--- config.mk ---
export PLATFORM = sky130hd
export DESIGN_NAME = rls_top
export DESIGN_NICKNAME = d
export VERILOG_FILES = /design/src/hw/rls_pkg.sv /design/src/hw/rls_sync.sv /design/src/hw/rls_pick.sv /design/src/hw/rls_top.sv
export VERILOG_INCLUDE_DIRS = /design/src /design/src/hw
export SDC_FILE = /design/constraint.sdc
export NUM_CORES = 1
export LEC_CHECK = 0
export BUFFER_PORTS_ARGS = -buffer_cell sky130_fd_sc_hd__buf_2
export CORE_MARGIN = 2
export CORE_UTILIZATION = 57
export CTS_CLUSTER_DIAMETER = 40
export DETAILED_ROUTE_END_ITERATION = 8
export GPL_TIMING_DRIVEN = 0
export PLACE_DENSITY = 0.84
export SYNTH_ARGS = -nofsm -noshare
export SYNTH_HDL_FRONTEND = slang
export SYNTH_SLANG_ARGS = --single-unit
--- constraint.sdc ---
create_clock -name clock -period 6 [get_ports clock]
set_input_delay 1.2 -clock clock [delete_from_list [all_inputs] [get_ports clock]]
set_output_delay 1.2 -clock clock [all_outputs]
set_load 0.03 [all_outputs]
--- src/hw/rls_regs.svh ---
`ifndef RLS_REGS_SVH
`define RLS_REGS_SVH

// ==========================================================
// two-wire slave address, value is arbitrary
`define RLS_DEV_ADDR         7'h2A

// ==========================================================
// register byte offsets
`define RLS_OFS_BW_C         8'h00
`define RLS_OFS_BW_D         8'h01
`define RLS_OFS_LOS_A        8'h02
`define RLS_OFS_LOS_B        8'h03
`define RLS_OFS_LOS_C        8'h04
`define RLS_OFS_LOS_D        8'h05
`define RLS_OFS_ACT_BW       8'h06
`define RLS_OFS_ACT_LOS      8'h07

// ==========================================================
// field positions
`define RLS_OVR_BIT          7
`define RLS_BW_MSB           3
`define RLS_LOS_MSB          6

// ==========================================================
// reset values
`define RLS_PROF_RST         8'h00
`define RLS_BW_PROF_RST      5'h00
`define RLS_PTR_RST          8'h00
// idle bus and open rate pins, in order scl, sda, high, low
`define RLS_PIN_RST          4'hE

// ==========================================================
// codes applied when an override bit is clear
`define RLS_BW_DEF_C_8G4     4'hC
`define RLS_BW_DEF_D_9G0     4'hE
`define RLS_LOS_DEF_A_15MV   7'h0F
`define RLS_LOS_DEF_B_18MV   7'h12
`define RLS_LOS_DEF_C_26MV   7'h1A
`define RLS_LOS_DEF_D_26MV   7'h1A

// ==========================================================
// bit counter limit of one byte
`define RLS_LAST_BIT         3'h7

`endif

--- src/hw/rls_pkg.sv ---
package rls_pkg;

   // ==========================================================
   // two-wire slave states
   typedef enum logic [2:0] {
      RLS_IDLE,
      RLS_ADDR,
      RLS_PTR,
      RLS_WDATA,
      RLS_ACK,
      RLS_RDATA,
      RLS_RACK
   } rls_state_t;

   // ==========================================================
   // pins sampled from outside
   typedef struct packed {
      logic scl;
      logic sda;
      logic rate_pin_high;
      logic rate_pin_low;
   } rls_pins_t;

   typedef struct packed {
      logic       bw_override;
      logic [3:0] bw_code;
   } rls_bw_prof_t;

   typedef struct packed {
      logic       los_override;
      logic [6:0] los_code;
   } rls_los_prof_t;

endpackage

--- src/hw/rls_sync.sv ---
`timescale 1ns/1ps

module rls_sync
   import rls_pkg::*;
#(
   parameter int              W   = 4,
   parameter logic [W-1:0]    RST = '1
) (
   // clock and reset
   input  wire logic          clock,
   input  wire logic          nrst,
   // async in, synced out
   input  wire logic [W-1:0]  async_in,
   output logic      [W-1:0]  sync_out
);

   logic [W-1:0] stage1;

   always_ff @(posedge clock) begin
      if (!nrst) begin
         stage1   <= RST;
         sync_out <= RST;
      end else begin
         stage1   <= async_in;
         sync_out <= stage1;
      end
   end

endmodule // rls_sync

--- src/hw/rls_pick.sv ---
`timescale 1ns/1ps

module rls_pick
   import rls_pkg::*;
#(
   parameter int W = 4
) (
   // profile register fields
   input  wire logic          override,
   input  wire logic [W-1:0]  code,
   input  wire logic [W-1:0]  fallback,
   // value in effect
   output logic      [W-1:0]  value
);

   assign value = override ? code : fallback;

endmodule // rls_pick

--- src/hw/rls_top.sv ---
// Contract
// RULE1 - bandwidth C override set uses its code
// RULE2 - bandwidth C override clear uses 8.4 GHz
// RULE3 - both rate pins high select bandwidth C
// RULE4 - bandwidth D override set uses its code
// RULE5 - bandwidth D override clear uses 9.0 GHz
// RULE6 - high one low zero or open selects D
// RULE7 - LOS A override set uses seven-bit code
// RULE8 - LOS A override clear uses 15 mVpp
// RULE9 - both rate pins low select LOS A
// RULE10 - LOS B override set uses seven-bit code
// RULE11 - LOS B override clear uses 18 mVpp
// RULE12 - high zero low one selects LOS B
// RULE13 - LOS C override set uses seven-bit code
// RULE14 - LOS C or D clear uses 26 mVpp
// RULE15 - both rate pins high select LOS C
// RULE16 - LOS D override set uses seven-bit code
// RULE17 - high one low zero selects LOS D
// RULE18 - read-only active bandwidth field, writes ignored
// RULE19 - read-only active LOS field, writes ignored
// RULE20 - reselect on any pin or register change
`timescale 1ns/1ps
`include "rls_regs.svh"

module rls_top
   import rls_pkg::*;
(
   // clock and reset
   input  wire logic        clock,
   input  wire logic        nrst,
   // two-wire serial bus, open drain data
   input  wire logic        scl_in,
   input  wire logic        sda_in,
   output logic             sda_out,
   output logic             sda_oe,
   // rate selection pins
   input  wire logic        rate_pin_high,
   input  wire logic        rate_pin_low,
   // bandwidth codes of profiles A and B from neighbouring logic
   input  wire logic [3:0]  bw_setting_a,
   input  wire logic [3:0]  bw_setting_b,
   // settings in effect
   output logic      [3:0]  bw_select,
   output logic      [6:0]  los_select
);

   // ==========================================================
   // pin synchronisers
   rls_pins_t     pins_raw;
   rls_pins_t     pins_s;
   logic          scl_q;
   logic          sda_q;
   logic          scl_rise;
   logic          scl_fall;
   logic          bus_start;
   logic          bus_stop;
   assign pins_raw = '{scl: scl_in, sda: sda_in,
                       rate_pin_high: rate_pin_high, rate_pin_low: rate_pin_low};
   // open rate pins are pulled to high=1, low=0 on the pad
   rls_sync #(.W($bits(rls_pins_t)), .RST(`RLS_PIN_RST)) u_sync (
      .clock    (clock),
      .nrst     (nrst),
      .async_in (pins_raw),
      .sync_out (pins_s)
   );

   always_ff @(posedge clock) begin
      if (!nrst) begin
         scl_q <= 1'b1;
         sda_q <= 1'b1;
      end else begin
         scl_q <= pins_s.scl;
         sda_q <= pins_s.sda;
      end
   end

   assign scl_rise  = pins_s.scl & ~scl_q;
   assign scl_fall  = ~pins_s.scl & scl_q;
   assign bus_start = pins_s.scl & scl_q & sda_q & ~pins_s.sda;
   assign bus_stop  = pins_s.scl & scl_q & ~sda_q & pins_s.sda;

   // ==========================================================
   // slave state
   rls_state_t    state;
   rls_state_t    after_ack;
   logic [2:0]    bit_cnt;
   logic [7:0]    rx;
   logic          ack_phase;
   logic          master_ack;
   logic [7:0]    ptr;
   logic [7:0]    tx;
   logic [7:0]    rd_data;
   logic [7:0]    rx_byte;
   logic          rx_done;
   logic          ptr_take;
   logic          wr_take;
   logic          load_tx;
   assign rx_byte  = {rx[6:0], pins_s.sda};
   assign rx_done  = scl_rise && (bit_cnt == `RLS_LAST_BIT);
   assign ptr_take = (state == RLS_PTR) && rx_done;
   assign wr_take  = (state == RLS_WDATA) && rx_done;
   assign load_tx  = ((state == RLS_ACK) && scl_fall && ack_phase && (after_ack == RLS_RDATA))
                   || ((state == RLS_RACK) && scl_fall && master_ack);
   always_ff @(posedge clock) begin
      if (!nrst) begin
         state      <= RLS_IDLE;
         after_ack  <= RLS_IDLE;
         bit_cnt    <= 3'h0;
         rx         <= 8'h00;
         ack_phase  <= 1'b0;
         master_ack <= 1'b0;
      end else if (bus_start) begin
         state     <= RLS_ADDR;
         bit_cnt   <= 3'h0;
         ack_phase <= 1'b0;
      end else if (bus_stop) begin
         state     <= RLS_IDLE;
         ack_phase <= 1'b0;
      end else begin
         case (state)
            RLS_IDLE: begin
               bit_cnt <= 3'h0;
            end
            RLS_ADDR: begin
               if (scl_rise) begin
                  rx      <= rx_byte;
                  bit_cnt <= bit_cnt + 3'h1;
                  if (rx_done) begin
                     if (rx_byte[7:1] == `RLS_DEV_ADDR) begin
                        state     <= RLS_ACK;
                        after_ack <= rx_byte[0] ? RLS_RDATA : RLS_PTR;
                     end else begin
                        state <= RLS_IDLE;
                     end
                  end
               end
            end
            RLS_PTR, RLS_WDATA: begin
               if (scl_rise) begin
                  rx      <= rx_byte;
                  bit_cnt <= bit_cnt + 3'h1;
                  if (rx_done) begin
                     state     <= RLS_ACK;
                     after_ack <= RLS_WDATA;
                  end
               end
            end
            RLS_ACK: begin
               if (scl_fall) begin
                  if (!ack_phase) begin
                     ack_phase <= 1'b1;
                  end else begin
                     ack_phase <= 1'b0;
                     state     <= after_ack;
                     bit_cnt   <= 3'h0;
                  end
               end
            end
            RLS_RDATA: begin
               if (scl_fall) begin
                  bit_cnt <= bit_cnt + 3'h1;
                  if (bit_cnt == `RLS_LAST_BIT) begin
                     state      <= RLS_RACK;
                     master_ack <= 1'b0;
                  end
               end
            end
            RLS_RACK: begin
               if (scl_rise) begin
                  master_ack <= ~pins_s.sda;
               end
               if (scl_fall) begin
                  bit_cnt <= 3'h0;
                  state   <= master_ack ? RLS_RDATA : RLS_IDLE;
               end
            end
            default: begin
               state <= RLS_IDLE;
            end
         endcase
      end
   end

   // ==========================================================
   // register pointer, advances after each byte moved
   always_ff @(posedge clock) begin
      if (!nrst) begin
         ptr <= `RLS_PTR_RST;
      end else if (ptr_take) begin
         ptr <= rx_byte;
      end else if (wr_take || load_tx) begin
         ptr <= ptr + 8'h01;
      end
   end

   // ==========================================================
   // transmit shifter and data line drive
   always_ff @(posedge clock) begin
      if (!nrst) begin
         tx <= 8'h00;
      end else if (load_tx) begin
         tx <= rd_data;
      end else if ((state == RLS_RDATA) && scl_fall) begin
         tx <= {tx[6:0], 1'b0};
      end
   end

   // data only changes while clock is low, so start and stop are never faked
   always_ff @(posedge clock) begin
      if (!nrst) begin
         sda_oe <= 1'b0;
      end else if (bus_start || bus_stop) begin
         sda_oe <= 1'b0;
      end else if (load_tx) begin
         sda_oe <= ~rd_data[7];
      end else if ((state == RLS_ACK) && scl_fall) begin
         sda_oe <= ~ack_phase;
      end else if ((state == RLS_RDATA) && scl_fall) begin
         sda_oe <= (bit_cnt == `RLS_LAST_BIT) ? 1'b0 : ~tx[6];
      end else if ((state == RLS_RACK) && scl_fall) begin
         sda_oe <= 1'b0;
      end
   end

   assign sda_out = 1'b0;

   // ==========================================================
   // profile registers
   rls_bw_prof_t  prof_bw_c;
   rls_bw_prof_t  prof_bw_d;
   rls_los_prof_t prof_los_a;
   rls_los_prof_t prof_los_b;
   rls_los_prof_t prof_los_c;
   rls_los_prof_t prof_los_d;
   // only the override and code bits are kept; bits 6:4 of bandwidth read zero
   always_ff @(posedge clock) begin
      if (!nrst) begin
         prof_bw_c  <= `RLS_BW_PROF_RST;
         prof_bw_d  <= `RLS_BW_PROF_RST;
         prof_los_a <= `RLS_PROF_RST;
         prof_los_b <= `RLS_PROF_RST;
         prof_los_c <= `RLS_PROF_RST;
         prof_los_d <= `RLS_PROF_RST;
      end else if (wr_take) begin
         // active fields have no write path
         if (ptr == `RLS_OFS_BW_C) begin
            prof_bw_c <= {rx_byte[`RLS_OVR_BIT], rx_byte[`RLS_BW_MSB:0]};
         end else if (ptr == `RLS_OFS_BW_D) begin
            prof_bw_d <= {rx_byte[`RLS_OVR_BIT], rx_byte[`RLS_BW_MSB:0]};
         end else if (ptr == `RLS_OFS_LOS_A) begin
            prof_los_a <= rx_byte;
         end else if (ptr == `RLS_OFS_LOS_B) begin
            prof_los_b <= rx_byte;
         end else if (ptr == `RLS_OFS_LOS_C) begin
            prof_los_c <= rx_byte;
         end else if (ptr == `RLS_OFS_LOS_D) begin
            prof_los_d <= rx_byte;
         end
      end
   end

   // ==========================================================
   // read decode, unmapped offsets read zero
   always_comb begin
      if (ptr == `RLS_OFS_BW_C) begin
         rd_data = {prof_bw_c.bw_override, 3'h0, prof_bw_c.bw_code};
      end else if (ptr == `RLS_OFS_BW_D) begin
         rd_data = {prof_bw_d.bw_override, 3'h0, prof_bw_d.bw_code};
      end else if (ptr == `RLS_OFS_LOS_A) begin
         rd_data = prof_los_a;
      end else if (ptr == `RLS_OFS_LOS_B) begin
         rd_data = prof_los_b;
      end else if (ptr == `RLS_OFS_LOS_C) begin
         rd_data = prof_los_c;
      end else if (ptr == `RLS_OFS_LOS_D) begin
         rd_data = prof_los_d;
      end else if (ptr == `RLS_OFS_ACT_BW) begin
         rd_data = {4'h0, bw_select}; // RULE18
      end else if (ptr == `RLS_OFS_ACT_LOS) begin
         rd_data = {1'b0, los_select}; // RULE19
      end else begin
         rd_data = 8'h00;
      end
   end

   // ==========================================================
   // override or fixed default per profile
   logic [3:0] eff_bw_c;
   logic [3:0] eff_bw_d;
   logic [6:0] eff_los_a;
   logic [6:0] eff_los_b;
   logic [6:0] eff_los_c;
   logic [6:0] eff_los_d;

   rls_pick #(.W(4)) u_bw_c ( // RULE1 RULE2
      .override (prof_bw_c.bw_override),
      .code     (prof_bw_c.bw_code),
      .fallback (`RLS_BW_DEF_C_8G4),
      .value    (eff_bw_c)
   );
   rls_pick #(.W(4)) u_bw_d ( // RULE4 RULE5
      .override (prof_bw_d.bw_override),
      .code     (prof_bw_d.bw_code),
      .fallback (`RLS_BW_DEF_D_9G0),
      .value    (eff_bw_d)
   );
   rls_pick #(.W(7)) u_los_a ( // RULE7 RULE8
      .override (prof_los_a.los_override),
      .code     (prof_los_a.los_code),
      .fallback (`RLS_LOS_DEF_A_15MV),
      .value    (eff_los_a)
   );
   rls_pick #(.W(7)) u_los_b ( // RULE10 RULE11
      .override (prof_los_b.los_override),
      .code     (prof_los_b.los_code),
      .fallback (`RLS_LOS_DEF_B_18MV),
      .value    (eff_los_b)
   );
   rls_pick #(.W(7)) u_los_c ( // RULE13 RULE14
      .override (prof_los_c.los_override),
      .code     (prof_los_c.los_code),
      .fallback (`RLS_LOS_DEF_C_26MV),
      .value    (eff_los_c)
   );
   rls_pick #(.W(7)) u_los_d ( // RULE16 RULE14
      .override (prof_los_d.los_override),
      .code     (prof_los_d.los_code),
      .fallback (`RLS_LOS_DEF_D_26MV),
      .value    (eff_los_d)
   );

   // ==========================================================
   // profile choice from the rate pins
   logic [3:0] next_bw_select;
   logic [6:0] next_los_select;
   always_comb begin
      case ({pins_s.rate_pin_high, pins_s.rate_pin_low})
         2'b00: begin
            next_bw_select  = bw_setting_a;
            next_los_select = eff_los_a; // RULE9
         end
         2'b01: begin
            next_bw_select  = bw_setting_b;
            next_los_select = eff_los_b; // RULE12
         end
         2'b11: begin
            next_bw_select  = eff_bw_c; // RULE3
            next_los_select = eff_los_c; // RULE15
         end
         default: begin
            // open pins read as high=1 low=0
            next_bw_select  = eff_bw_d; // RULE6
            next_los_select = eff_los_d; // RULE17
         end
      endcase
   end

   // re-evaluated every cycle, so a setting or register change lands one edge later, a rate pin change three edges later
   always_ff @(posedge clock) begin
      if (!nrst) begin
         bw_select  <= 4'h0;
         los_select <= 7'h00;
      end else begin
         bw_select  <= next_bw_select; // RULE20
         los_select <= next_los_select; // RULE20
      end
   end

endmodule // rls_top

==> reports/results.ini <==
[status]
outcome = completed

[min_path]
hold_depth = 1
hp-class = reg -> reg
min_to = u_sync.sync_out[1]
min_from = u_sync.stage1[1]

[setup_path]
end_kind = flop
r2r.worst_path.cells = 8
crit_fanout = 10
crit_path_frequent_cell = clkbuf_1
r2r_end = tx[0]
slowest_delay_ns = 0.63
cp-start-kind = input port
critPathKind = in -> reg
r2r-start = ptr[0]
path_cells = buf_2 > clkinv_1 > clkbuf_1 > clkbuf_1 > nor2_1
cp.arrival_ns = 2.71
crit_path_top_delay_cell = clkbuf_1
required_ns = 6.24
rrSetupSlack_ns = 3.55

[drt]
wl_met2_microns = 6550
drt-pass1-iter-count = 6
drc = 0
via_count = 4894
post_drt_wl_per_cell_microns = 19.6
postRouteAntennaNets = 0
wl_met3_microns = 1650
wl_microns = 14800
drt_iter0_drc = 661
top_layer_used = met4
m1WireLength_microns = 5930
via_per_inst = 6.45

[timing]
setup_tns_ns = 0
tightest_slew_ns = 0.742
finalMaxSlewViolations = 0
timing_hold_violations_final = 0
slew_headroom_pct = 50.5
grt_setup_unrepaired = no
fin_crit_ns = 2.47
fin_crit_sh_pct = 41.2
max_freq_ghz = 0.405
skew_ns = 0.0137
hold_slack_ns = 0.417
setup_viol = 0

[yosys]
ys_seq_elements = 97
seq_area_frac_synth_pct = 39.3
synth_top_flop_cell = dfxtp_1
synth_edf_count = 0
synthTopCellsByArea = dfxtp_1, mux2i_1, nor2_1, a21oi_1, nand2_1
avgSynthCellArea_sq_um = 8.05
synth_top_area_share_pct = 39.3
synth_area_sq_um = 4940
synth.most_common_cell = dfxtp_1
yosys_warnings = 0
ys_top_cells_by_count = dfxtp_1, nor2_1, a21oi_1, nand2_1, mux2i_1
synthCells = 613
async_flop_share_pct = 0
syn_nets = 633
ys_types = 68
synth.largest_area_cell = dfxtp_1

[place]
hpwlAfterDp_microns = 10300
gp_congestion = 1.01
numPortBuffers = 25

[job]
drv_cap = 0

[clock_tree]
post_cts_buffers = 0
post_cts_resized = 0
h-tree-depth = 3
clock_sinks = 97
clkLatencyLatePin_ns = 0.39
clk_pin_slew_ns = 0.09
cts_buffers = 9
cts_tree = built
clock_path_buffers = 2
cts_hold_buf = 0
clock-root-buffer = clkbuf_8

[power_and_ir_drop]
power.density_nw_per_um2 = 211
leakagePower_nw = 2.17
ir_worst_vdd_mv = 0.104

[die]
fp.dieW_microns = 97.1
initial_utilization_pct = 59.5
die_y_microns = 97.1
num_rows = 33
core_sq_um = 8300
dieArea_sq_um = 9420
top_level_ports = 27

[global_route]
grt_pass1_wl_microns = 23500
overflow = 0
grt_pass1_vias = 4668
grt_max_degree = 16
antenna_found_initial = 0
grt_use_total_pct = 31.2

[final_layout]
n_antenna_cell = 0
drive_above_1_share_pct = 10.6
final_nets = 669
area_growth_syn_to_layout_pct = 9.10

[placed cells by master (no fill, tap or decap), types with 3 or more instances in the layout]
| cell | n |
|---|---|
| nand2b_1 | 18 |
| a31oi_1 | 5 |
| a32oi_1 | 3 |
| a211oi_1 | 3 |
| a22oi_1 | 3 |
| o22ai_1 | 3 |
| nand4_1 | 3 |
| o2111ai_1 | 3 |
| nand3b_1 | 6 |
| and2_1 | 8 |
| o311ai_0 | 3 |
| mux2i_1 | 39 |
| nand3_1 | 26 |
| a222oi_1 | 3 |
| inv_1 | 14 |
| nand2_1 | 62 |
| o21ai_0 | 26 |
| o2bb2ai_1 | 4 |
| clkbuf_8 | 12 |
| and3_1 | 3 |
| a211o_1 | 3 |
| a21oi_1 | 62 |
| nor2b_1 | 11 |
| a41oi_1 | 4 |
| dfxtp_1 | 97 |
| buf_2 | 31 |
| ha_1 | 6 |
| clkbuf_1 | 37 |
| nor2_1 | 87 |
| nor3_1 | 5 |
| a221oi_1 | 4 |
| o211ai_1 | 3 |
[cell families (layout without fill, tap and decap cells)]
kind of cell | Yosys count | in the layout | share of synthesized area (%)
AND/OR/NAND/NOR | 250 | 250 | 25.2
flip-flops | 97 | 97 | 39.3
other | 1 | 1 | 0.0760
AO/OA/AOI/OAI | 152 | 152 | 19.7
buffers and inverters | 63 | 104 | 5.27
XOR/XNOR | 3 | 3 | 0.532
adder cells (fa/ha/maj) | 6 | 6 | 1.52
multiplexers | 41 | 41 | 8.36
[stage by stage]
step / utilization [%] / setup slack [ns] / std cells / area (sq um) / power (mW)
2_1_floorplan: - / 3.97 / 613 / 4940 / 0.705
3_3_place_gp: 62.6 / 3.29 / 743 / 5190 / 0.725
3_5_place_dp: 62.6 / 3.25 / 743 / 5190 / 0.727
4_1_cts: 64.9 / 3.61 / 759 / 5390 / 1.13
5_1_grt: 64.9 / 3.46 / 759 / 5390 / 1.16
6_report: 64.9 / 3.53 / 759 / 5390 / 1.14
[state kept, by name, summed over array words and instances, names as in the netlist, 7 cells and up]
signal      flops
prof_los_b      8
los_select      7
tx              7
rx              7
prof_los_a      8
prof_los_c      8
prof_los_d      8
ptr             8
[report_power, final]
group / total, mW / switching, mW / internal, mW / leakage [nW]
combinational: 0.0601 / 0.0432 / 0.0170 / 1.29
clock: 0.424 / 0.238 / 0.186 / 0.0919
sequential: 0.654 / 0.00393 / 0.650 / 0.786
total: 1.14 / 0.285 / 0.853 / 2.17
[critical path, delay by kind of cell]
kind                   cells  cell delay, ns
buffers and inverters      4            1.39
AND/OR/NAND/NOR            1            0.13
[routing by layer]
| metal | up-vias | track usage, % |
|---|---|---|
| met5 | - | 0 |
| met4 | 0 | 15.9 |
| met3 | 73 | 7.19 |
| met2 | 332 | 49.9 |
| met1 | 2259 | 39.5 |
| li1 | 2230 | - |
[layout make-up]
class | count | area (sq um)
fill | 728 | 2910
multi-input combinational | 453 | 2730
sequential | 97 | 1940
buffer | 47 | 200
clock buffer | 13 | 169
tap | 105 | 131
timing repair buffer | 25 | 125
inverter | 16 | 60.1
clock inverter | 3 | 23.8
[worst max path at each step]
stage	start	to	slack (ns)	depth (start not counted)
after floorplan	nrst	after_ack[1]	3.97	4
after global placement	nrst	los_select[5]	3.29	5
after detailed placement	nrst	prof_los_d[2]	3.25	5
after CTS	nrst	prof_los_d[5]	3.61	5
after global routing	ptr[0]	tx[0]	3.46	8
final	nrst	prof_los_d[5]	3.53	5
Note: power is estimated with default switching activity, not from simulation.
